<file path="config.mk">
export PLATFORM = sky130hd
export DESIGN_NAME = cpm_regs
export DESIGN_NICKNAME = d
export VERILOG_FILES = /design/src/hw/cpm_pkg.sv /design/src/hw/cpm_alu.sv /design/src/hw/cpm_regs.sv
export SDC_FILE = /design/constraint.sdc
export NUM_CORES = 1
export LEC_CHECK = 0
export ABC_AREA = 1
export BUFFER_PORTS_ARGS = -buffer_cell sky130_fd_sc_hd__buf_2
export CAP_MARGIN = 25
export CORE_MARGIN = 2
export CORE_UTILIZATION = 52
export DETAILED_ROUTE_END_ITERATION = 8
export GPL_TIMING_DRIVEN = 1
export PLACE_DENSITY = 0.85
export SLEW_MARGIN = 20
export SYNTH_ARGS = -nofsm -noshare
export SYNTH_HDL_FRONTEND = slang
export SYNTH_HIERARCHICAL = 1
export SYNTH_SLANG_ARGS = --single-unit
</file>
<file path="constraint.sdc">
create_clock -name sys_clk -period 2.8 [get_ports sys_clk]
set_clock_uncertainty 0.1 [all_clocks]
set_input_delay 0.14 -clock sys_clk [delete_from_list [all_inputs] [get_ports sys_clk]]
set_output_delay 0.14 -clock sys_clk [all_outputs]
set_load 0.01 [all_outputs]
</file>
<file path="src/hw/cpm_pkg.sv">
// Purpose: Shared constants and types for the programmer-visible core register set.
// Assumes: One 250 MHz clock, synchronous active-high reset, APB register access.
// Notes:   Offsets are APB byte addresses; every register sits in one aligned word.
package cpm_pkg;

  // Data path and address widths.
  localparam int DATA_W = 8;
  localparam int ADDR_W = 13;
  localparam int SP_W   = 6;
  localparam int FLAG_W = 5;

  // Bit positions inside the condition flags.
  localparam int FLG_H = 4;
  localparam int FLG_I = 3;
  localparam int FLG_N = 2;
  localparam int FLG_Z = 1;
  localparam int FLG_C = 0;

  // Values after reset.
  localparam logic [SP_W-1:0]   SP_RESET    = 6'h3F;
  localparam logic [6:0]        STK_PREFIX  = 7'h03;
  localparam logic [FLAG_W-1:0] FLAGS_RESET = 5'h08;
  localparam logic [7:0]        CTRL_RESET  = 8'h03;

  // Vector addresses, high byte first.
  localparam logic [ADDR_W-1:0] VEC_RST = 13'h1FFE;
  localparam logic [ADDR_W-1:0] VEC_SWI = 13'h1FFC;
  localparam logic [ADDR_W-1:0] VEC_IRQ = 13'h1FFA;
  localparam logic [ADDR_W-1:0] VEC_TMR = 13'h1FF8;

  // Stack frame sizes, stored as index of the last byte.
  localparam logic [2:0] LAST_INT  = 3'h4;
  localparam logic [2:0] LAST_CALL = 3'h1;

  // Cycles from the decision to issue a read until its data is captured.
  localparam logic [1:0] READ_LAT = 2'h2;

  // APB register byte offsets.
  localparam logic [7:0] OFF_ACC    = 8'h00;
  localparam logic [7:0] OFF_IDX    = 8'h04;
  localparam logic [7:0] OFF_FLAGS  = 8'h08;
  localparam logic [7:0] OFF_SP     = 8'h0C;
  localparam logic [7:0] OFF_PC     = 8'h10;
  localparam logic [7:0] OFF_CTRL   = 8'h14;
  localparam logic [7:0] OFF_STATUS = 8'h18;

  // Control and status bit positions.
  localparam int CTRL_IRQ_EN = 0;
  localparam int CTRL_TMR_EN = 1;
  localparam int STS_IRQ     = 0;
  localparam int STS_TMR     = 1;
  localparam int STS_BUSY    = 2;

  // Operations requested by the instruction decoder.
  typedef enum logic [4:0] {
    OP_NOP  = 5'h00, OP_LDA  = 5'h01, OP_LDX  = 5'h02, OP_ADD  = 5'h03,
    OP_ADC  = 5'h04, OP_SUB  = 5'h05, OP_AND  = 5'h06, OP_ROL  = 5'h07,
    OP_BTST = 5'h08, OP_CLI  = 5'h09, OP_SEI  = 5'h0A, OP_RSP  = 5'h0B,
    OP_JMP  = 5'h0C, OP_CALL = 5'h0D, OP_RTS  = 5'h0E, OP_RTI  = 5'h0F,
    OP_SWI  = 5'h10
  } cpm_op_e;

  // Stack and vector sequencer states.
  typedef enum logic [3:0] {
    ST_IDLE = 4'b0001,
    ST_PUSH = 4'b0010,
    ST_PULL = 4'b0100,
    ST_VEC  = 4'b1000
  } cpm_state_e;

endpackage

</file>
<file path="src/hw/cpm_alu.sv">
// Purpose: Eight-bit adder and subtractor with half carry and carry out.
// Assumes: Purely combinational, used by the register set on the same clock.
// Notes:   Borrow is reported on the carry output during subtraction.
`timescale 1ns/1ps
module cpm_alu
  import cpm_pkg::*;
(
  input  logic [DATA_W-1:0] a,
  input  logic [DATA_W-1:0] b,
  input  logic              cin,
  input  logic              sub,
  output logic [DATA_W-1:0] sum,
  output logic              half,
  output logic              cout
);

  logic [DATA_W:0] add_w;
  logic [DATA_W:0] dif_w;
  logic [4:0]      nib_w;

  // Full sum, difference and low nibble sum kept one bit wider for the carries.
  assign add_w = {1'b0, a} + {1'b0, b} + {8'h00, cin};
  assign dif_w = {1'b0, a} - {1'b0, b};
  assign nib_w = {1'b0, a[3:0]} + {1'b0, b[3:0]} + {4'h0, cin};

  // Carry out of bit 3 into bit 4 only has meaning for additions.
  assign sum  = sub ? dif_w[DATA_W-1:0] : add_w[DATA_W-1:0];
  assign half = nib_w[4];
  assign cout = sub ? dif_w[DATA_W] : add_w[DATA_W];

endmodule // cpm_alu

</file>
<file path="src/hw/cpm_regs.sv">
// Purpose: Accumulator, index, condition flags, stack pointer and program counter of the core.
// Assumes: Synchronous stack RAM with data valid two cycles after the read decision.
// Notes:   Registers are readable over APB; control enables interrupt sources.
`timescale 1ns/1ps
module cpm_regs
  import cpm_pkg::*;
(
  input  logic              sys_clk,
  input  logic              rst,
  // APB slave.
  input  logic              psel,
  input  logic              penable,
  input  logic              pwrite,
  input  logic [7:0]        paddr,
  input  logic [31:0]       pwdata,
  output logic [31:0]       prdata,
  output logic              pready,
  output logic              pslverr,
  // Instruction decoder side.
  input  cpm_op_e           op_code,
  input  logic              op_valid,
  input  logic [DATA_W-1:0] op_data,
  input  logic [2:0]        op_bit,
  input  logic [ADDR_W-1:0] op_addr,
  input  logic              pc_inc,
  input  logic              insn_done,
  // Interrupt sources.
  input  logic              irq_pin_n,
  input  logic              tmr_req,
  // Stack RAM and vector memory.
  output logic [ADDR_W-1:0] mem_addr,
  output logic [DATA_W-1:0] mem_wdata,
  output logic              mem_we,
  output logic              mem_re,
  input  logic [DATA_W-1:0] mem_rdata,
  // Register view.
  output logic [DATA_W-1:0] acc,
  output logic [DATA_W-1:0] idx,
  output logic [FLAG_W-1:0] flags,
  output logic [SP_W-1:0]   stack_ptr,
  output logic [ADDR_W-1:0] program_counter,
  output logic              busy
);

  cpm_state_e        state_r, state_nxt;
  logic [DATA_W-1:0] acc_r, acc_nxt;
  logic [DATA_W-1:0] idx_r, idx_nxt;
  logic [FLAG_W-1:0] flg_r, flg_nxt;
  logic [SP_W-1:0]   sp_r, sp_nxt;
  logic [ADDR_W-1:0] pc_r, pc_nxt;
  logic [ADDR_W-1:0] tgt_r, tgt_nxt;
  logic [ADDR_W-1:0] vec_r, vec_nxt;
  logic [2:0]        cnt_r, cnt_nxt;
  logic [2:0]        last_r, last_nxt;
  logic [1:0]        ph_r, ph_nxt;
  logic              ent_r, ent_nxt;
  logic [DATA_W-1:0] vhi_r, vhi_nxt;
  logic [ADDR_W-1:0] maddr_r, maddr_nxt;
  logic [DATA_W-1:0] mwd_r, mwd_nxt;
  logic              mwe_r, mwe_nxt;
  logic              mre_r, mre_nxt;
  logic              irq_meta_r, irq_sync_r;
  logic              irq_pend_r, tmr_pend_r;
  logic [7:0]        ctrl_r;
  logic [31:0]       prdata_r;
  logic              pready_r, pslverr_r;
  logic              irq_clr, tmr_clr;

  // Arithmetic unit shared by add, add with carry and subtract.
  logic [DATA_W-1:0] alu_sum;
  logic              alu_half, alu_cout;

  cpm_alu u_alu (
    .a    (acc_r),
    .b    (op_data),
    .cin  (flg_r[FLG_C]),
    .sub  (op_code == OP_SUB),
    .sum  (alu_sum),
    .half (alu_half),
    .cout (alu_cout)
  );

  // Sequencer helpers: stack address, byte to push and slot of a pulled byte.
  wire              idle_w    = (state_r == ST_IDLE);
  wire [ADDR_W-1:0] push_addr = {STK_PREFIX, sp_r};
  wire [SP_W-1:0]   sp_up     = SP_W'(sp_r + 6'h01);
  wire [ADDR_W-1:0] pull_addr = {STK_PREFIX, sp_up};
  wire [2:0]        pull_slot = 3'(last_r - cnt_r);
  wire              last_byte = (cnt_r == last_r);
  wire              data_rdy  = (ph_r == READ_LAT);
  wire [ADDR_W-1:0] vec_addr  = ADDR_W'(vec_r + {12'h000, cnt_r[0]});

  // Requests stay pending through the mask and are taken only at an instruction end.
  wire irq_lvl  = ~irq_sync_r & ctrl_r[CTRL_IRQ_EN];
  wire tmr_lvl  = tmr_req & ctrl_r[CTRL_TMR_EN];
  wire hw_take  = idle_w & insn_done & ~flg_r[FLG_I]
                  & (irq_pend_r | tmr_pend_r);
  wire irq_wins = irq_pend_r;

  // Push order is PC low, PC high, index, accumulator, flags.
  logic [DATA_W-1:0] push_byte;
  always_comb begin
    case (cnt_r)
      3'h0:    push_byte = pc_r[7:0];
      3'h1:    push_byte = {3'h0, pc_r[12:8]};
      3'h2:    push_byte = idx_r;
      3'h3:    push_byte = acc_r;
      3'h4:    push_byte = {3'h0, flg_r};
      default: push_byte = 8'h00;
    endcase
  end

  // Result flags for logical and load results.
  function automatic logic [FLAG_W-1:0] nz_flags(input logic [FLAG_W-1:0] f,
                                                 input logic [DATA_W-1:0] v);
    logic [FLAG_W-1:0] r;
    r        = f;
    r[FLG_N] = v[DATA_W-1];
    r[FLG_Z] = (v == 8'h00);
    return r;
  endfunction

  // Next state of the whole register set and the stack sequencer.
  always_comb begin
    state_nxt = state_r;
    acc_nxt   = acc_r;
    idx_nxt   = idx_r;
    flg_nxt   = flg_r;
    sp_nxt    = sp_r;
    pc_nxt    = pc_r;
    tgt_nxt   = tgt_r;
    vec_nxt   = vec_r;
    cnt_nxt   = cnt_r;
    last_nxt  = last_r;
    ph_nxt    = ph_r;
    ent_nxt   = ent_r;
    vhi_nxt   = vhi_r;
    maddr_nxt = maddr_r;
    mwd_nxt   = mwd_r;
    mwe_nxt   = 1'b0;
    mre_nxt   = 1'b0;
    irq_clr   = 1'b0;
    tmr_clr   = 1'b0;
    case (state_r)
      ST_IDLE: begin
        if (pc_inc) begin
          pc_nxt = ADDR_W'(pc_r + 13'h0001);
        end
        if (hw_take) begin
          // External request is served before the timer.
          state_nxt = ST_PUSH;
          cnt_nxt   = 3'h0;
          last_nxt  = LAST_INT;
          ent_nxt   = 1'b1;
          vec_nxt   = irq_wins ? VEC_IRQ : VEC_TMR;
          irq_clr   = irq_wins;
          tmr_clr   = ~irq_wins;
        end else if (op_valid) begin
          case (op_code)
            OP_LDA: begin
              acc_nxt = op_data;
              flg_nxt = nz_flags(flg_r, op_data);
            end
            OP_LDX: begin
              idx_nxt = op_data;
              flg_nxt = nz_flags(flg_r, op_data);
            end
            OP_ADD, OP_ADC: begin
              acc_nxt        = alu_sum;
              flg_nxt        = nz_flags(flg_r, alu_sum);
              flg_nxt[FLG_H] = alu_half;
              flg_nxt[FLG_C] = alu_cout;
            end
            OP_SUB: begin
              acc_nxt        = alu_sum;
              flg_nxt        = nz_flags(flg_r, alu_sum);
              flg_nxt[FLG_C] = alu_cout;
            end
            OP_AND: begin
              acc_nxt = acc_r & op_data;
              flg_nxt = nz_flags(flg_r, acc_r & op_data);
            end
            OP_ROL: begin
              acc_nxt        = {acc_r[6:0], flg_r[FLG_C]};
              flg_nxt        = nz_flags(flg_r, {acc_r[6:0], flg_r[FLG_C]});
              flg_nxt[FLG_C] = acc_r[7];
            end
            OP_BTST: flg_nxt[FLG_C] = op_data[op_bit];
            OP_CLI:  flg_nxt[FLG_I] = 1'b0;
            OP_SEI:  flg_nxt[FLG_I] = 1'b1;
            OP_RSP:  sp_nxt = SP_RESET;
            OP_JMP:  pc_nxt = op_addr;
            OP_CALL: begin
              state_nxt = ST_PUSH;
              cnt_nxt   = 3'h0;
              last_nxt  = LAST_CALL;
              ent_nxt   = 1'b0;
              tgt_nxt   = op_addr;
            end
            OP_RTS, OP_RTI: begin
              state_nxt = ST_PULL;
              cnt_nxt   = 3'h0;
              ph_nxt    = 2'h0;
              last_nxt  = (op_code == OP_RTI) ? LAST_INT : LAST_CALL;
            end
            OP_SWI: begin
              // Taken whatever the mask holds.
              state_nxt = ST_PUSH;
              cnt_nxt   = 3'h0;
              last_nxt  = LAST_INT;
              ent_nxt   = 1'b1;
              vec_nxt   = VEC_SWI;
            end
            default: flg_nxt = flg_r;
          endcase
        end
      end
      ST_PUSH: begin
        mwe_nxt   = 1'b1;
        maddr_nxt = push_addr;
        mwd_nxt   = push_byte;
        sp_nxt    = SP_W'(sp_r - 6'h01);
        cnt_nxt   = 3'(cnt_r + 3'h1);
        if (last_byte) begin
          cnt_nxt = 3'h0;
          ph_nxt  = 2'h0;
          if (ent_r) begin
            // Mask is set only after the old flags went onto the stack.
            flg_nxt[FLG_I] = 1'b1;
            state_nxt      = ST_VEC;
          end else begin
            pc_nxt    = tgt_r;
            state_nxt = ST_IDLE;
          end
        end
      end
      ST_PULL: begin
        ph_nxt = 2'(ph_r + 2'h1);
        if (ph_r == 2'h0) begin
          sp_nxt    = sp_up;
          mre_nxt   = 1'b1;
          maddr_nxt = pull_addr;
        end
        if (data_rdy) begin
          ph_nxt  = 2'h0;
          cnt_nxt = 3'(cnt_r + 3'h1);
          case (pull_slot)
            3'h0:    pc_nxt[7:0]  = mem_rdata;
            3'h1:    pc_nxt[12:8] = mem_rdata[4:0];
            3'h2:    idx_nxt      = mem_rdata;
            3'h3:    acc_nxt      = mem_rdata;
            3'h4:    flg_nxt      = mem_rdata[FLAG_W-1:0];
            default: acc_nxt      = acc_r;
          endcase
          if (last_byte) begin
            state_nxt = ST_IDLE;
          end
        end
      end
      ST_VEC: begin
        ph_nxt = 2'(ph_r + 2'h1);
        if (ph_r == 2'h0) begin
          mre_nxt   = 1'b1;
          maddr_nxt = vec_addr;
        end
        if (data_rdy) begin
          ph_nxt  = 2'h0;
          cnt_nxt = 3'(cnt_r + 3'h1);
          vhi_nxt = mem_rdata;
          if (cnt_r[0]) begin
            pc_nxt    = {vhi_r[4:0], mem_rdata};
            state_nxt = ST_IDLE;
          end
        end
      end
      default: state_nxt = ST_IDLE;
    endcase
  end

  // Core registers; reset starts a reset-vector fetch with the mask set.
  always_ff @(posedge sys_clk) begin
    if (rst) begin
      state_r <= ST_VEC;
      acc_r   <= 8'h00;
      idx_r   <= 8'h00;
      flg_r   <= FLAGS_RESET;
      sp_r    <= SP_RESET;
      pc_r    <= 13'h0000;
      tgt_r   <= 13'h0000;
      vec_r   <= VEC_RST;
      cnt_r   <= 3'h0;
      last_r  <= 3'h0;
      ph_r    <= 2'h0;
      ent_r   <= 1'b0;
      vhi_r   <= 8'h00;
    end else begin
      state_r <= state_nxt;
      acc_r   <= acc_nxt;
      idx_r   <= idx_nxt;
      flg_r   <= flg_nxt;
      sp_r    <= sp_nxt;
      pc_r    <= pc_nxt;
      tgt_r   <= tgt_nxt;
      vec_r   <= vec_nxt;
      cnt_r   <= cnt_nxt;
      last_r  <= last_nxt;
      ph_r    <= ph_nxt;
      ent_r   <= ent_nxt;
      vhi_r   <= vhi_nxt;
    end
  end

  // Memory strobes are registered so the RAM sees clean, glitch-free controls.
  always_ff @(posedge sys_clk) begin
    if (rst) begin
      maddr_r <= 13'h0000;
      mwd_r   <= 8'h00;
      mwe_r   <= 1'b0;
      mre_r   <= 1'b0;
    end else begin
      maddr_r <= maddr_nxt;
      mwd_r   <= mwd_nxt;
      mwe_r   <= mwe_nxt;
      mre_r   <= mre_nxt;
    end
  end

  // The request pin is asynchronous, so it passes two flops before any use.
  always_ff @(posedge sys_clk) begin
    if (rst) begin
      irq_meta_r <= 1'b1;
      irq_sync_r <= 1'b1;
    end else begin
      irq_meta_r <= irq_pin_n;
      irq_sync_r <= irq_meta_r;
    end
  end

  // Pending latches; a new request in the clearing cycle wins over the clear.
  always_ff @(posedge sys_clk) begin
    if (rst) begin
      irq_pend_r <= 1'b0;
      tmr_pend_r <= 1'b0;
    end else begin
      irq_pend_r <= irq_lvl | (irq_pend_r & ~irq_clr);
      tmr_pend_r <= tmr_lvl | (tmr_pend_r & ~tmr_clr);
    end
  end

  // APB decode; the answer is prepared in the setup cycle, so there are no wait states.
  wire apb_setup = psel & ~penable;
  wire apb_wr    = psel & penable & pready_r & pwrite;
  wire hit_ro    = (paddr == OFF_ACC) | (paddr == OFF_IDX) | (paddr == OFF_FLAGS)
                   | (paddr == OFF_SP) | (paddr == OFF_PC) | (paddr == OFF_STATUS);
  wire hit_ctrl  = (paddr == OFF_CTRL);
  wire [31:0] rd_mux =
      (paddr == OFF_ACC)    ? {24'h000000, acc_r} :
      (paddr == OFF_IDX)    ? {24'h000000, idx_r} :
      (paddr == OFF_FLAGS)  ? {27'h0, flg_r} :
      (paddr == OFF_SP)     ? {26'h0, sp_r} :
      (paddr == OFF_PC)     ? {19'h0, pc_r} :
      hit_ctrl              ? {24'h000000, ctrl_r} :
      (paddr == OFF_STATUS) ? {29'h0, ~idle_w, tmr_pend_r, irq_pend_r} :
                              32'h00000000;

  // Bus answer and control register.
  always_ff @(posedge sys_clk) begin
    if (rst) begin
      pready_r  <= 1'b0;
      pslverr_r <= 1'b0;
      prdata_r  <= 32'h00000000;
      ctrl_r    <= CTRL_RESET;
    end else begin
      pready_r  <= apb_setup;
      pslverr_r <= apb_setup & ~(hit_ro | hit_ctrl);
      prdata_r  <= (apb_setup & ~pwrite) ? rd_mux : 32'h00000000;
      if (apb_wr && hit_ctrl) begin
        ctrl_r <= pwdata[7:0];
      end
    end
  end

  // Every output but busy comes straight from a register; busy is the inverted idle bit of state_r.
  assign prdata          = prdata_r;
  assign pready          = pready_r;
  assign pslverr         = pslverr_r;
  assign mem_addr        = maddr_r;
  assign mem_wdata       = mwd_r;
  assign mem_we          = mwe_r;
  assign mem_re          = mre_r;
  assign acc             = acc_r;
  assign idx             = idx_r;
  assign flags           = flg_r;
  assign stack_ptr       = sp_r;
  assign program_counter = pc_r;
  assign busy            = ~state_r[0];

endmodule // cpm_regs

</file>
==> impl_metrics.ini <==
[outcome]
status = finished clean

[setup_path]
path_buf_inv = 1
cpPeakStageDelay_ns = 0.48
crit_top_cell = nand2_1
critPathCaptureType = flop
setup.worst_path.class = flop to flop
crit_family = adder cells
critPathLaunchType = flop
crit_fanout = 3
cp.required_ns = 3.05
cpMaxStageDelayCell = fa_1
critical_path_arrival_ns = 2.90
path_cells = fa_1, fa_1, inv_1, o21ai_0, and2_2, xor2_1, nand2_1, nand2_1, nor2_1, nand2_1, nor2_1, nand2_1, nand3_1, o21ai_0, a21oi_1

[power_and_ir_drop]
powerDensity_mw_per_mm2 = 820.4
pwr-share-seq = 0.291
p_switching_uw = 3466
p_clk_frac = 0.277
vdd_drop_max_mv = 0.6381
p_comb_frac = 0.432
switching_share = 0.4347
leakagePower_uw = 0.004920
p_int_uw = 4507

[die]
die_height_um = 128.8
num_rows = 45
ioPinCount = 185
dieArea_mm2 = 0.01659
start_util = 0.5327
dieWidth_um = 128.8
core_area_mm2 = 0.01520

[synthesis]
synthTopCellsByArea = dfxtp_1 (29%), nand2_1 (16%), inv_1 (7.4%)
synth_area_mm2 = 0.008098
yosys.cell_types.count = 44
yosysWarningCount = 6
avgSynthCellArea_um2 = 6.149
synth_top_cells_by_count = nand2_1 (339), inv_1 (160), nor2_1 (154), dfxtp_1 (117), a21oi_1 (106)
seq_area_frac_synth = 0.2892
syn_inst = 1317
synth_edf_count = 0
synth-main-ff-cell = dfxtp_1
synth_most_common_cell = nand2_1
synth.top_cell.area_share = 0.2892
synth.ff_latch_count = 117
synth_top_cell_by_area = dfxtp_1
async_flop_share = 0

[global_routing]
grt_pass1_vias = 8736
antenna_found_initial = 1
grt_overflow = 0
grt_max_degree = 68
grt_pass1_wl_mm = 44.27
track_usage = 0.3388

[clock_network]
clock_latency_ns = 0.42
cts_root_buf = clkbuf_16
clk_path_buf_depth = 2
cts_sinks = 117
cts_buffers = 17
clk_pin_slew_ns = 0.06
cts_tree = yes
post_cts_resized = 0
h-tree-depth = 4

[place]
dpl.hpwl_mm = 20.32
port_buffers = 141
gp_congestion = 0.9886
placed_area_mm2 = 0.008832

[final_layout]
syn_to_final_growth_pct = 20.02
final_area_mm2 = 0.009719
multiInputGateArea_mm2 = 0.004773
nets = 1590
drive_above_1_share = 0.1587
register_area_mm2 = 0.002342
fill_cells = 1368

[drt]
avgViaCountPerCell = 5.756
met1_length_mm = 11.21
antenna_left = 0
drc = 0
wl_per_cell_um = 16.97
wl_mm = 28.46
drtPass1Iterations = 6
dr_wl_met2_mm = 12.52
wl_met3_mm = 3.453
drt_first_iter_violations = 1249
num_vias = 9652
top_layer = met4

[sta]
setup_viol = 0
fmax_ghz = 0.3768
period_minus_slack_ns = 2.654
slew_violations = 0
period_share = 0.9478
hold_violations = 0
fin_setup_tns_ns = 0
tightest_slew_ns = 0.7156
rsz0062_at_grt = false
max_slew_margin = 0.5179

[run]
maxCapViolations = 0

[hold_path]
worstHoldPathType = primary input to flop
==> power by group through the flow <==
stage          clock [uW]  combinational [uW]  sequential, uW
4_1_cts              2200                3310            2300
3_3_place_gp            0                3160            2320
6_report             2210                3440            2320
2_1_floorplan           0                2290            2320
5_1_grt              2290                3800            2340
3_5_place_dp            0                3240            2330
==> cells by family after synthesis <==
kind of cell    Yosys count  share of synthesized area
other cells               1                  0.0004631
flops                   117                     0.2892
compound gates          254                     0.1689
simple gates            671                     0.3560
fa+ha+maj                28                    0.04604
buf+inv                 237                     0.1296
xor+xnor                  9                   0.009735
==> metal layers <==
metal,vias to the layer above,global-route usage
li1,4550,-
met1,4281,0.4414
met2,678,0.5288
met3,143,0.08773
met4,0,0.1522
met5,-,0
==> layout make-up <==
cell class	count	share of cell area
clock buffers	22	0.04776
repair buffers	188	0.1164
clock inverters	9	0.01313
inverters	170	0.06591
diodes	2	0.0005149
multi-input cells	981	0.4911
flip-flops and latches	117	0.2410
well taps	188	0.02420
==> through the flow <==
stage               std cells  worst slack, ns  utilization  hold slack (ns)  total power (uW)
floorplan                1335           0.3380            -           0.1341              4606
global placement         1615           0.2533       0.5810           0.2255              5482
detailed placement       1615           0.2012       0.5810           0.2406              5563
CTS                      1675           0.1762       0.6390         0.002557              7812
global route             1676         0.008032       0.6392         0.003959              8432
finish                   1677           0.1462       0.6393         0.003958              7973
==> timing repair <==
item | CTS | global route
setup buffers | 0 | 0
hold buffers | 29 | 0
hold endpoints to repair | 29 | 0
==> path summary, 6_finish.rpt <==
| path | slack [ns] | start | to | cells after the start |
|---|---|---|---|---|
| max | 0.15 | acc[0]$_SDFFE_PP0P_ | flags[1]$_SDFFE_PP0P_ | 15 |
| min | 0.004 | mem_rdata[1] | vhi_r[1]$_SDFFE_PP0P_ | 3 |
| max reg2reg | 0.15 | acc[0]$_SDFFE_PP0P_ | flags[1]$_SDFFE_PP0P_ | 15 |
| min reg2reg | 0.31 | irq_meta_r$_SDFF_PP1_ | irq_sync_r$_SDFF_PP1_ | 1 |
==> placed cells by master (no fill, tap or decap), types with 11 or more instances in the layout <==
master	instances
nand2_1	339
buf_4	18
conb_1	19
dfxtp_1	117
buf_2	141
nand3_1	98
a21oi_1	106
nand4_1	28
o21ai_0	102
ha_1	25
clkbuf_16	17
dlygate4sd3_1	29
o211ai_1	11
nor2_1	154
inv_1	160
nand2_2	11
==> flip-flops by register name (all words and copies together), names as in the netlist, 3 cells and up <==
register         flops
program_counter     13
flags                5
mem_wdata            8
cnt_r                3
vhi_r                5
state_r              4
mem_addr             8
tgt_r               13
ctrl_r               8
prdata              13
idx                  8
acc                  8
stack_ptr            6
==> worst register-to-register path, stage by stage (launching register included) <==
cell,delay [ns]
dfxtp_1,0.33
fa_1,0.48
fa_1,0.37
inv_1,0.07
o21ai_0,0.13
and2_2,0.23
xor2_1,0.14
nand2_1,0.06
nand2_1,0.08
nor2_1,0.09
nand2_1,0.06
nor2_1,0.10
nand2_1,0.06
nand3_1,0.07
o21ai_0,0.08
a21oi_1,0.14
No activity file was read; power rests on OpenSTA's default activity.
